**src/hdl/tasr_regs.svh**
```systemverilog
// Offsets, field positions, reset values and opcodes of the tamper/alarm register slice
`ifndef TASR_REGS_SVH
`define TASR_REGS_SVH
`define TASR_OP_CTRL_WRITE 8'hFF
`define TASR_OP_CTRL_READ 8'h7F
`define TASR_ADDR_WAVE_RATIO_UP 8'hC4
`define TASR_BIT_TAMPER 8
`define TASR_BIT_ALARM 9
`define TASR_CTRL_RESET 12'h000
`define TASR_RESULT_RESET 16'h0000
`endif

```
**src/hdl/tasr_pkg.sv**
```systemverilog
// Types shared by the tamper/alarm register slice
package tasr_pkg;
  typedef logic [15:0] tasr_word_t;
  typedef enum logic [1:0] {
    TASR_ACC_NONE,
    TASR_ACC_CTRL_WR,
    TASR_ACC_CTRL_RD,
    TASR_ACC_RESULT_RD
  } tasr_access_e;
endpackage

```
**src/hdl/tasr_regs_bank.sv**
```systemverilog
// Control/status register and upstream wave-ratio result register
//
// How it works
// - Control register via opcodes FFh/7Fh, resets zero except the HW_REVISION field in bits 3:0
// - Tamper sets bit 8; written zero re-arms
// - Result registers are read-only to host
// - Reset clears every result register to zero
`include "tasr_regs.svh"
module tasr_regs_bank #(
  parameter logic [3:0] HW_REVISION = 4'h1 // Arbitrary revision value
) (
  input wire logic clk_sys,
  input wire logic reset,
  input wire logic cmd_valid,
  input wire logic [7:0] cmd_opcode,
  input wire logic [15:0] cmd_wdata,
  input wire logic case_switch_input,
  input wire logic alarm_match,
  input wire logic result_load,
  input wire logic [15:0] result_wave_ratio,
  output logic [15:0] rd_data,
  output logic rd_valid,
  output logic tamper_latched,
  output logic alarm_match_latched,
  output logic tamper_interrupt_flag,
  output logic alarm_interrupt_flag
);

  ////////////////////////////////////////////////////////////////////////////
  // Decode
  function automatic logic op_hit(input logic valid, input logic [7:0] op,
    input logic [7:0] code);
    op_hit = valid && (op == code);
  endfunction

  tasr_pkg::tasr_access_e acc;
  wire logic is_ctrl_wr = op_hit(cmd_valid, cmd_opcode, `TASR_OP_CTRL_WRITE);
  wire logic is_ctrl_rd = op_hit(cmd_valid, cmd_opcode, `TASR_OP_CTRL_READ);
  wire logic is_res_rd = op_hit(cmd_valid, cmd_opcode, `TASR_ADDR_WAVE_RATIO_UP);
  wire logic rd_hit = is_ctrl_rd || is_res_rd;
  assign acc = is_ctrl_wr ? tasr_pkg::TASR_ACC_CTRL_WR :
               is_ctrl_rd ? tasr_pkg::TASR_ACC_CTRL_RD :
               is_res_rd ? tasr_pkg::TASR_ACC_RESULT_RD : tasr_pkg::TASR_ACC_NONE;

  logic tamper_q, alarm_q, case_prev_q;
  tasr_pkg::tasr_word_t wave_ratio_q;
  wire logic tamper_evt = case_switch_input && !case_prev_q;
  wire logic wr_sel = (acc == tasr_pkg::TASR_ACC_CTRL_WR);
  wire logic tamper_clr = wr_sel && !cmd_wdata[`TASR_BIT_TAMPER];
  wire logic alarm_clr = wr_sel && !cmd_wdata[`TASR_BIT_ALARM];

  // Set wins over a write of zero
  wire logic tamper_d = tamper_evt || (tamper_q && !tamper_clr);
  wire logic alarm_d = alarm_match || (alarm_q && !alarm_clr);
  wire tasr_pkg::tasr_word_t ctrl_view =
    {6'h00, alarm_q, tamper_q, 4'h0, HW_REVISION};

  logic [15:0] rd_d;
  always_comb
  begin
    case (acc)
      tasr_pkg::TASR_ACC_CTRL_RD: rd_d = ctrl_view;
      tasr_pkg::TASR_ACC_RESULT_RD: rd_d = wave_ratio_q;
      default: rd_d = rd_data;
    endcase
  end

  ////////////////////////////////////////////////////////////////////////////
  // Registers
  // Case switch edge detector
  always_ff @(posedge clk_sys)
  begin
    if (reset)
    begin
      case_prev_q <= 1'b0;
    end
    else
    begin
      case_prev_q <= case_switch_input;
    end
  end

  // Tamper latch and its flag
  always_ff @(posedge clk_sys)
  begin
    if (reset)
    begin
      tamper_q <= 1'b0;
      tamper_interrupt_flag <= 1'b0;
    end
    else
    begin
      tamper_q <= tamper_d;
      tamper_interrupt_flag <= tamper_evt;
    end
  end

  // Alarm latch and its flag
  always_ff @(posedge clk_sys)
  begin
    if (reset)
    begin
      alarm_q <= 1'b0;
      alarm_interrupt_flag <= 1'b0;
    end
    else
    begin
      alarm_q <= alarm_d;
      alarm_interrupt_flag <= alarm_match;
    end
  end

  // Upstream wave ratio, loaded by the engine only
  always_ff @(posedge clk_sys)
  begin
    if (reset)
    begin
      wave_ratio_q <= `TASR_RESULT_RESET;
    end
    else if (result_load)
    begin
      wave_ratio_q <= result_wave_ratio;
    end
  end

  // Read port
  always_ff @(posedge clk_sys)
  begin
    if (reset)
    begin
      rd_data <= 16'h0000;
      rd_valid <= 1'b0;
    end
    else
    begin
      rd_data <= rd_d;
      rd_valid <= rd_hit;
    end
  end

  assign tamper_latched = tamper_q;
  assign alarm_match_latched = alarm_q;

  ////////////////////////////////////////////////////////////////////////////
  // Checks
  a_tamper_same_cycle: assert property (@(posedge clk_sys) disable iff (reset)
    $rose(tamper_interrupt_flag) |-> tamper_latched)
    else $error("tamper latch not set with flag");

  a_tamper_holds: assert property (@(posedge clk_sys) disable iff (reset)
    tamper_latched && !(is_ctrl_wr && !cmd_wdata[8]) |=> tamper_latched)
    else $error("tamper latch dropped without write");

  a_tamper_clear: assert property (@(posedge clk_sys) disable iff (reset)
    is_ctrl_wr && !cmd_wdata[8] && !tamper_evt |=> !tamper_latched)
    else $error("tamper latch not cleared");

  a_tamper_event: assert property (@(posedge clk_sys) disable iff (reset)
    tamper_evt |=> tamper_interrupt_flag && tamper_latched)
    else $error("tamper event not latched");

  a_alarm_same_cycle: assert property (@(posedge clk_sys) disable iff (reset)
    alarm_interrupt_flag |-> alarm_match_latched)
    else $error("alarm latch not set with flag");

  a_alarm_clear: assert property (@(posedge clk_sys) disable iff (reset)
    is_ctrl_wr && !cmd_wdata[9] && !alarm_match |=> !alarm_match_latched)
    else $error("alarm latch not cleared");

  a_alarm_holds: assert property (@(posedge clk_sys) disable iff (reset)
    alarm_match_latched && !(is_ctrl_wr && !cmd_wdata[9]) |=> alarm_match_latched)
    else $error("alarm latch dropped without write");

  a_alarm_event: assert property (@(posedge clk_sys) disable iff (reset)
    alarm_match |=> alarm_interrupt_flag && alarm_match_latched)
    else $error("alarm match not latched");

  a_result_ro: assert property (@(posedge clk_sys) disable iff (reset)
    !result_load |=> $stable(wave_ratio_q))
    else $error("result changed by host");

  a_result_load: assert property (@(posedge clk_sys) disable iff (reset)
    result_load |=> wave_ratio_q == $past(result_wave_ratio))
    else $error("result not loaded");

  a_result_read: assert property (@(posedge clk_sys) disable iff (reset)
    is_res_rd |=> rd_valid && rd_data == $past(wave_ratio_q))
    else $error("result read wrong");

  a_result_reset: assert property (@(posedge clk_sys)
    reset |=> wave_ratio_q == 16'h0000)
    else $error("result not cleared at reset");

  a_ctrl_read: assert property (@(posedge clk_sys) disable iff (reset)
    is_ctrl_rd |=> rd_valid && rd_data[15:10] == 6'h00 && rd_data[7:4] == 4'h0)
    else $error("control read wrong");

  a_ctrl_bits: assert property (@(posedge clk_sys) disable iff (reset)
    is_ctrl_rd |=> rd_data[9:8] == $past({alarm_match_latched, tamper_latched}))
    else $error("control latch bits wrong");

  a_ctrl_rev: assert property (@(posedge clk_sys) disable iff (reset)
    is_ctrl_rd |=> rd_data[3:0] == HW_REVISION)
    else $error("revision field wrong");

  a_read_idle: assert property (@(posedge clk_sys) disable iff (reset)
    !rd_hit |=> !rd_valid && $stable(rd_data))
    else $error("read port moved without read");

  a_write_silent: assert property (@(posedge clk_sys) disable iff (reset)
    is_ctrl_wr |=> !rd_valid)
    else $error("write gave read strobe");

  a_ctrl_reset: assert property (@(posedge clk_sys)
    reset |=> !tamper_latched && !alarm_match_latched)
    else $error("control not zero after reset");

  a_port_reset: assert property (@(posedge clk_sys)
    reset |=> !rd_valid && !tamper_interrupt_flag && !alarm_interrupt_flag)
    else $error("outputs not zero after reset");
endmodule

```
**config.mk**
```make
export PLATFORM = sky130hd
export DESIGN_NAME = tasr_regs_bank
export DESIGN_NICKNAME = d
export VERILOG_FILES = /design/src/hdl/tasr_pkg.sv /design/src/hdl/tasr_regs_bank.sv
export VERILOG_INCLUDE_DIRS = /design/src /design/src/hdl
export SDC_FILE = /design/constraint.sdc
export NUM_CORES = 1
export LEC_CHECK = 0
export BUFFER_PORTS_ARGS = -buffer_cell sky130_fd_sc_hd__buf_2
export CAP_MARGIN = 10
export CORE_MARGIN = 2
export CORE_UTILIZATION = 48
export DETAILED_ROUTE_END_ITERATION = 7
export GPL_TIMING_DRIVEN = 0
export PLACE_DENSITY = 0.93
export SKIP_LAST_GASP = 1
export SYNTH_ARGS = -nofsm -noshare
export SYNTH_HDL_FRONTEND = slang
export SYNTH_SLANG_ARGS = --single-unit
```
**constraint.sdc**
```tcl
create_clock -name clk_sys -period 6.45 [get_ports clk_sys]
set_clock_uncertainty 0.15 [all_clocks]
set_input_delay 1.935 -clock clk_sys [delete_from_list [all_inputs] [get_ports clk_sys]]
set_output_delay 1.935 -clock clk_sys [all_outputs]
set_load 0.01 [all_outputs]
```
# Word level (Yosys, flattened, before mapping)
# Cells that the tools add are included.
# Widths: inputs -> output; s select.
[op_classes] n_reduce_logical=17 n_mux=4 eq_ne=6
[op_table] op="$pmux 16 s2" n=1
[op_table] op="$eq 8x8->1 const B" n=2
[op_table] op="$eq 8x7->1 const B" n=1
[op_table] op="$logic_and 1x1->1" n=8
[op_table] op="$mux 2" n=3
[op_table] op="$logic_not 1->1" n=5
[op_table] op="$eq 2x2->1 const B" n=2
[op_table] op="$logic_or 1x1->1" n=3
[op_table] op="$eq 2x1->1 const B" n=1
[op_table] op="$reduce_bool 2->1" n=1
[word_totals] in_bits=46 ff_bits=38 output_inout_bits=21

# Longest topological paths before layout
[depth] depth_word=10 ltp_mapped=5 depth_no_buf=4

# Least setup slack after synthesis
# Ideal clock, no wire load.
[synth_path] path_kind="input port to flip-flop" from="input port cmd_opcode[5]" to="register rd_data[10]" required_ps=6183 path_slack_ps=2953 t_arrival_ps=3230 path_buffers=1 stages=5 path_cell_list="or4b_4 > nor3_4 > o21bai_4 > buf_6 > a32o_1"
[synth_via] elab_chain_cells=7 elab_cells_between_ends=13 classes_between="5 x eq/ne; 4 x mux; 4 x reduce/logical"
[synth_lines] element="start, declared" line_no="tasr_regs_bank.sv:15" text="input wire logic [7:0] cmd_opcode,"
[synth_lines] element="$eq 8x8->1" line_no="tasr_regs_bank.sv:33" text="op_hit = valid && (op == code);"
[synth_lines] element="$logic_and 1x1->1" line_no="tasr_regs_bank.sv:33"
[synth_lines] element="$mux 2" line_no="tasr_regs_bank.sv:43" text="is_res_rd ? tasr_pkg::TASR_ACC_RESULT_RD : tasr_pkg::TASR_ACC_NONE;"
[synth_lines] element="$mux 2" line_no="tasr_regs_bank.sv:42" text="is_ctrl_rd ? tasr_pkg::TASR_ACC_CTRL_RD :"
[synth_lines] element="$mux 2 *" line_no="tasr_regs_bank.sv:41" text="assign acc = is_ctrl_wr ? tasr_pkg::TASR_ACC_CTRL_WR :"
[synth_lines] element="$eq 2x2->1" line_no="tasr_regs_bank.sv:61" text="case (acc)"
[synth_lines] element="$pmux 16 s2 or $reduce_bool 2->1 (tied branches)"
[synth_lines] element="end signal, assigned" line_no="tasr_regs_bank.sv:136" text="rd_data <= rd_d;"
[synth_lines] element="end, declared" line_no="tasr_regs_bank.sv:21" text="output logic [15:0] rd_data,"
# Every way passes the cells marked *; elsewhere a longest branch is shown, timed or not.
# A chain may end at the register's enable or synchronous reset.

# Worst setup path in the final report
[layout_path] from="input port cmd_opcode[5]" to="register rd_data[3]"
# The elaborated chain is that of the path after synthesis.

==> out/results.ini <==
[setup_path]
cp_slowest_cell=sky130_fd_sc_hd__or4b_4
timing.critical_path.cells=buf_2, or4b_4, nor3_4, o21bai_4, buf_6, a32o_1
cp.required_ps=6540
critical_path_peak_fanout=10
cp_top_family=simple AND/OR/NAND/NOR gates
critical_path.startpoint_type=primary input
slowest_delay_ps=540
timing.critical_path.arrival_ps=3460
endpoint_type_of_the_worst_setup_path=flop
worst-setup-path-type=in2reg
crit_buf_inv=2

[pwr]
switching_power_w=0.0000968
seq_power_share_pct=60.5
power_frac_clock_pct=31.1
leakagePower_nw=0.811
pwr-share-comb_pct=8.4
power-per-cell-area_mw_per_mm2=238
intPower_w=0.000312
irDropWorstVdd_uv=204
swShare_pct=23.7
design_power_total_w=0.000409

[clock_network]
cts_sinks=38
clk-insertion-delay-late_ps=340
path_clk_slew_ps=110
h-tree-depth=2
tritoncts=yes
clock_tree.buffer_depth=2
cts_hold_repair.buffers=0
postCtsSetupBuffers=0
cts-buffers-inserted=5
post_cts_resize_count=0
root_buffer=sky130_fd_sc_hd__clkbuf_4

[yosys]
yosys.area.top_type_share_pct=55.6
number_of_instances_in_the_synthesized_netlist=119
yosys-top-cells-area=sky130_fd_sc_hd__dfxtp_1 (56%), sky130_fd_sc_hd__mux2i_1 (12%), sky130_fd_sc_hd__a32o_1 (11%)
synth-seq-cells=38
synth.lib_cells_used.distinct=23
syn_avg_cell_area_um2=11.5
postSynthNetCount=165
yosys_warnings=0
biggest_area_consumer_among_synthesized_cells=sky130_fd_sc_hd__dfxtp_1
netlist_area_mm2=0.00137
yosysSeqAreaShare_pct=55.6

[routing]
wirelength_mm=3.06
vias_per_cell=5.32
dr_wl_cell_um=14.6
drt_drc_violations_left=0
dr.pass1.iters=4
initialDrtViolationCount=15
num_vias=1112
antenna_violating_nets_post_route=0

[worst_hold_path]
path_category_of_the_worst_min_delay_check=reg2reg

[layout]
number_of_inserted_diodes=0
final_layout_size_suffix_gt1_share_pct=37.1
layout-area-overhead-vs-synth_pct=25.9
layout.nets=223

[sta]
final_max_slew_viol_count=0
final_worst_path_period_share_pct=52.3
post_route_minimum_period_ps=3370
final_setup_fails=0
hold_viol_final=0
final.hold.worst_slack_ps=278
f_max_ghz=0.296
timing_worst_slew_pin_value_ps=458
grt_setup_unrepaired=false
final_critical_path_setup_slack_ps=3080
max-slew-margin-rel_pct=69.4
setup_tns_ps=0

[placed_design]
io_buffers=51
globalplace.congestion=0.771
pre_cts_ws_ps=2710
dp_hpwl_mm=2.35

[global_route]
grt_max_degree=12
grt_first_pass_wirelength_mm=4.96
grt_usage_pct=20.1
grt_overflow_total=0
first_global_vias=1151
initial_antenna_violation_count=0

[die]
die_h_um=57.4
core-area_mm2=0.00273
floorplan_die_width_um=57.4
io_pins=67
core_rows=19
initial_core_util_pct=50.0
design.die.area_mm2=0.00329

[outcome]
run_status=complete, no violations

[flow_run]
drv.max_cap_violation_count=0

==> metal layers <==
metal  GRT usage, %  vias to the layer above  routed length [um]
li1               -                      549                   -
met2           34.7                       33                1550
met5              0                        -                   0
met3           7.26                        5                 176
met4           7.97                        0                  46
met1           22.3                      525                1280
==> kinds of logic after synthesis <==
| family | count (synthesis) | share of synthesized area [%] |
|---|---|---|
| mux | 16 | 11.7 |
| buf+inv | 10 | 3.66 |
| flops | 38 | 55.6 |
| simple gates | 34 | 13.2 |
| compound gates | 21 | 15.8 |
==> per-stage QoR <==
stage	util (%)	cell area (um^2)	cells
final	63.0	1720	209
after global routing	63.0	1720	209
after CTS	63.0	1720	209
after detailed placement	60.8	1660	201
after global placement	60.8	1660	201
after floorplan	-	1370	119
==> synth_stat cells <==
library cell               number
sky130_fd_sc_hd__inv_1          2
sky130_fd_sc_hd__and2_1         1
sky130_fd_sc_hd__a22o_1         2
sky130_fd_sc_hd__clkinv_1       1
sky130_fd_sc_hd__buf_6          1
sky130_fd_sc_hd__dfxtp_1       38
sky130_fd_sc_hd__clkbuf_1       4
sky130_fd_sc_hd__buf_4          1
sky130_fd_sc_hd__a32o_1        15
sky130_fd_sc_hd__nand2b_1       3
sky130_fd_sc_hd__a221oi_2       1
sky130_fd_sc_hd__nor3_4         1
sky130_fd_sc_hd__nor3_2         1
sky130_fd_sc_hd__buf_2          1
sky130_fd_sc_hd__nor2_1        20
sky130_fd_sc_hd__nand2_1        1
sky130_fd_sc_hd__o211ai_1       2
sky130_fd_sc_hd__nor2b_1        3
sky130_fd_sc_hd__or4_1          1
sky130_fd_sc_hd__nand3_1        2
sky130_fd_sc_hd__o21bai_4       1
sky130_fd_sc_hd__mux2i_1       16
sky130_fd_sc_hd__or4b_4         1
==> state kept, by name, summed over array words and instances (netlist names) <==
name / flops
rd_valid: 1
case_prev_q: 1
tamper_interrupt_flag: 1
tamper_latched: 1
alarm_match_latched: 1
rd_data: 16
alarm_interrupt_flag: 1
wave_ratio_q: 16
==> area by class of cell <==
class	count	area [um^2]
Fill cell	206	1010
Timing Repair Buffer	51	255
Tap cell	31	38.8
Multi-Input combinational cell	71	557
Inverter	3	11.3
Clock buffer	7	55.1
Buffer	7	38.8
Clock inverter	1	5.00
Sequential cell	38	761
==> power by group through the flow <==
stage,Clock [W],Sequential [W],Combinational [W]
detailed placement,0,0.000253,0.0000346
global route,0.000139,0.000248,0.0000383
finish,0.000127,0.000247,0.0000344
global placement,0,0.000252,0.0000328
floorplan,0,0.000252,0.0000178
CTS,0.000129,0.000247,0.0000348
==> placed cells by master, fill, tap and decap left out <==
master,instances
sky130_fd_sc_hd__buf_4,1
sky130_fd_sc_hd__nor3_2,1
sky130_fd_sc_hd__nand2b_1,3
sky130_fd_sc_hd__dfxtp_1,38
sky130_fd_sc_hd__clkbuf_1,5
sky130_fd_sc_hd__buf_2,52
sky130_fd_sc_hd__and2_1,1
sky130_fd_sc_hd__nor2b_1,3
sky130_fd_sc_hd__nand2_1,1
sky130_fd_sc_hd__clkbuf_8,1
sky130_fd_sc_hd__or4b_4,1
sky130_fd_sc_hd__a22o_1,2
sky130_fd_sc_hd__a32o_1,15
sky130_fd_sc_hd__clkbuf_4,5
sky130_fd_sc_hd__mux2i_1,16
sky130_fd_sc_hd__o21bai_4,1
sky130_fd_sc_hd__buf_6,1
sky130_fd_sc_hd__nor3_4,1
sky130_fd_sc_hd__inv_1,2
sky130_fd_sc_hd__nand3_1,2
sky130_fd_sc_hd__or4_1,1
sky130_fd_sc_hd__clkinv_1,1
sky130_fd_sc_hd__a221oi_2,1
sky130_fd_sc_hd__nor2_1,20
sky130_fd_sc_hd__clkinv_2,1
sky130_fd_sc_hd__o211ai_1,2
==> worst paths after layout <==
check                       startpoint  slack [ps]                                to  cells past startpoint
max                      cmd_opcode[5]        3080           rd_data[3]$_SDFFE_PP0P_                      6
min             case_prev_q$_SDFF_PP0_         280  tamper_interrupt_flag$_SDFF_PP0_                      1
max reg2reg  tamper_latched$_SDFF_PP0_        5440           rd_data[8]$_SDFFE_PP0P_                      2
min reg2reg     case_prev_q$_SDFF_PP0_         280  tamper_interrupt_flag$_SDFF_PP0_                      1
No activity file was read; power rests on OpenSTA's default activity.
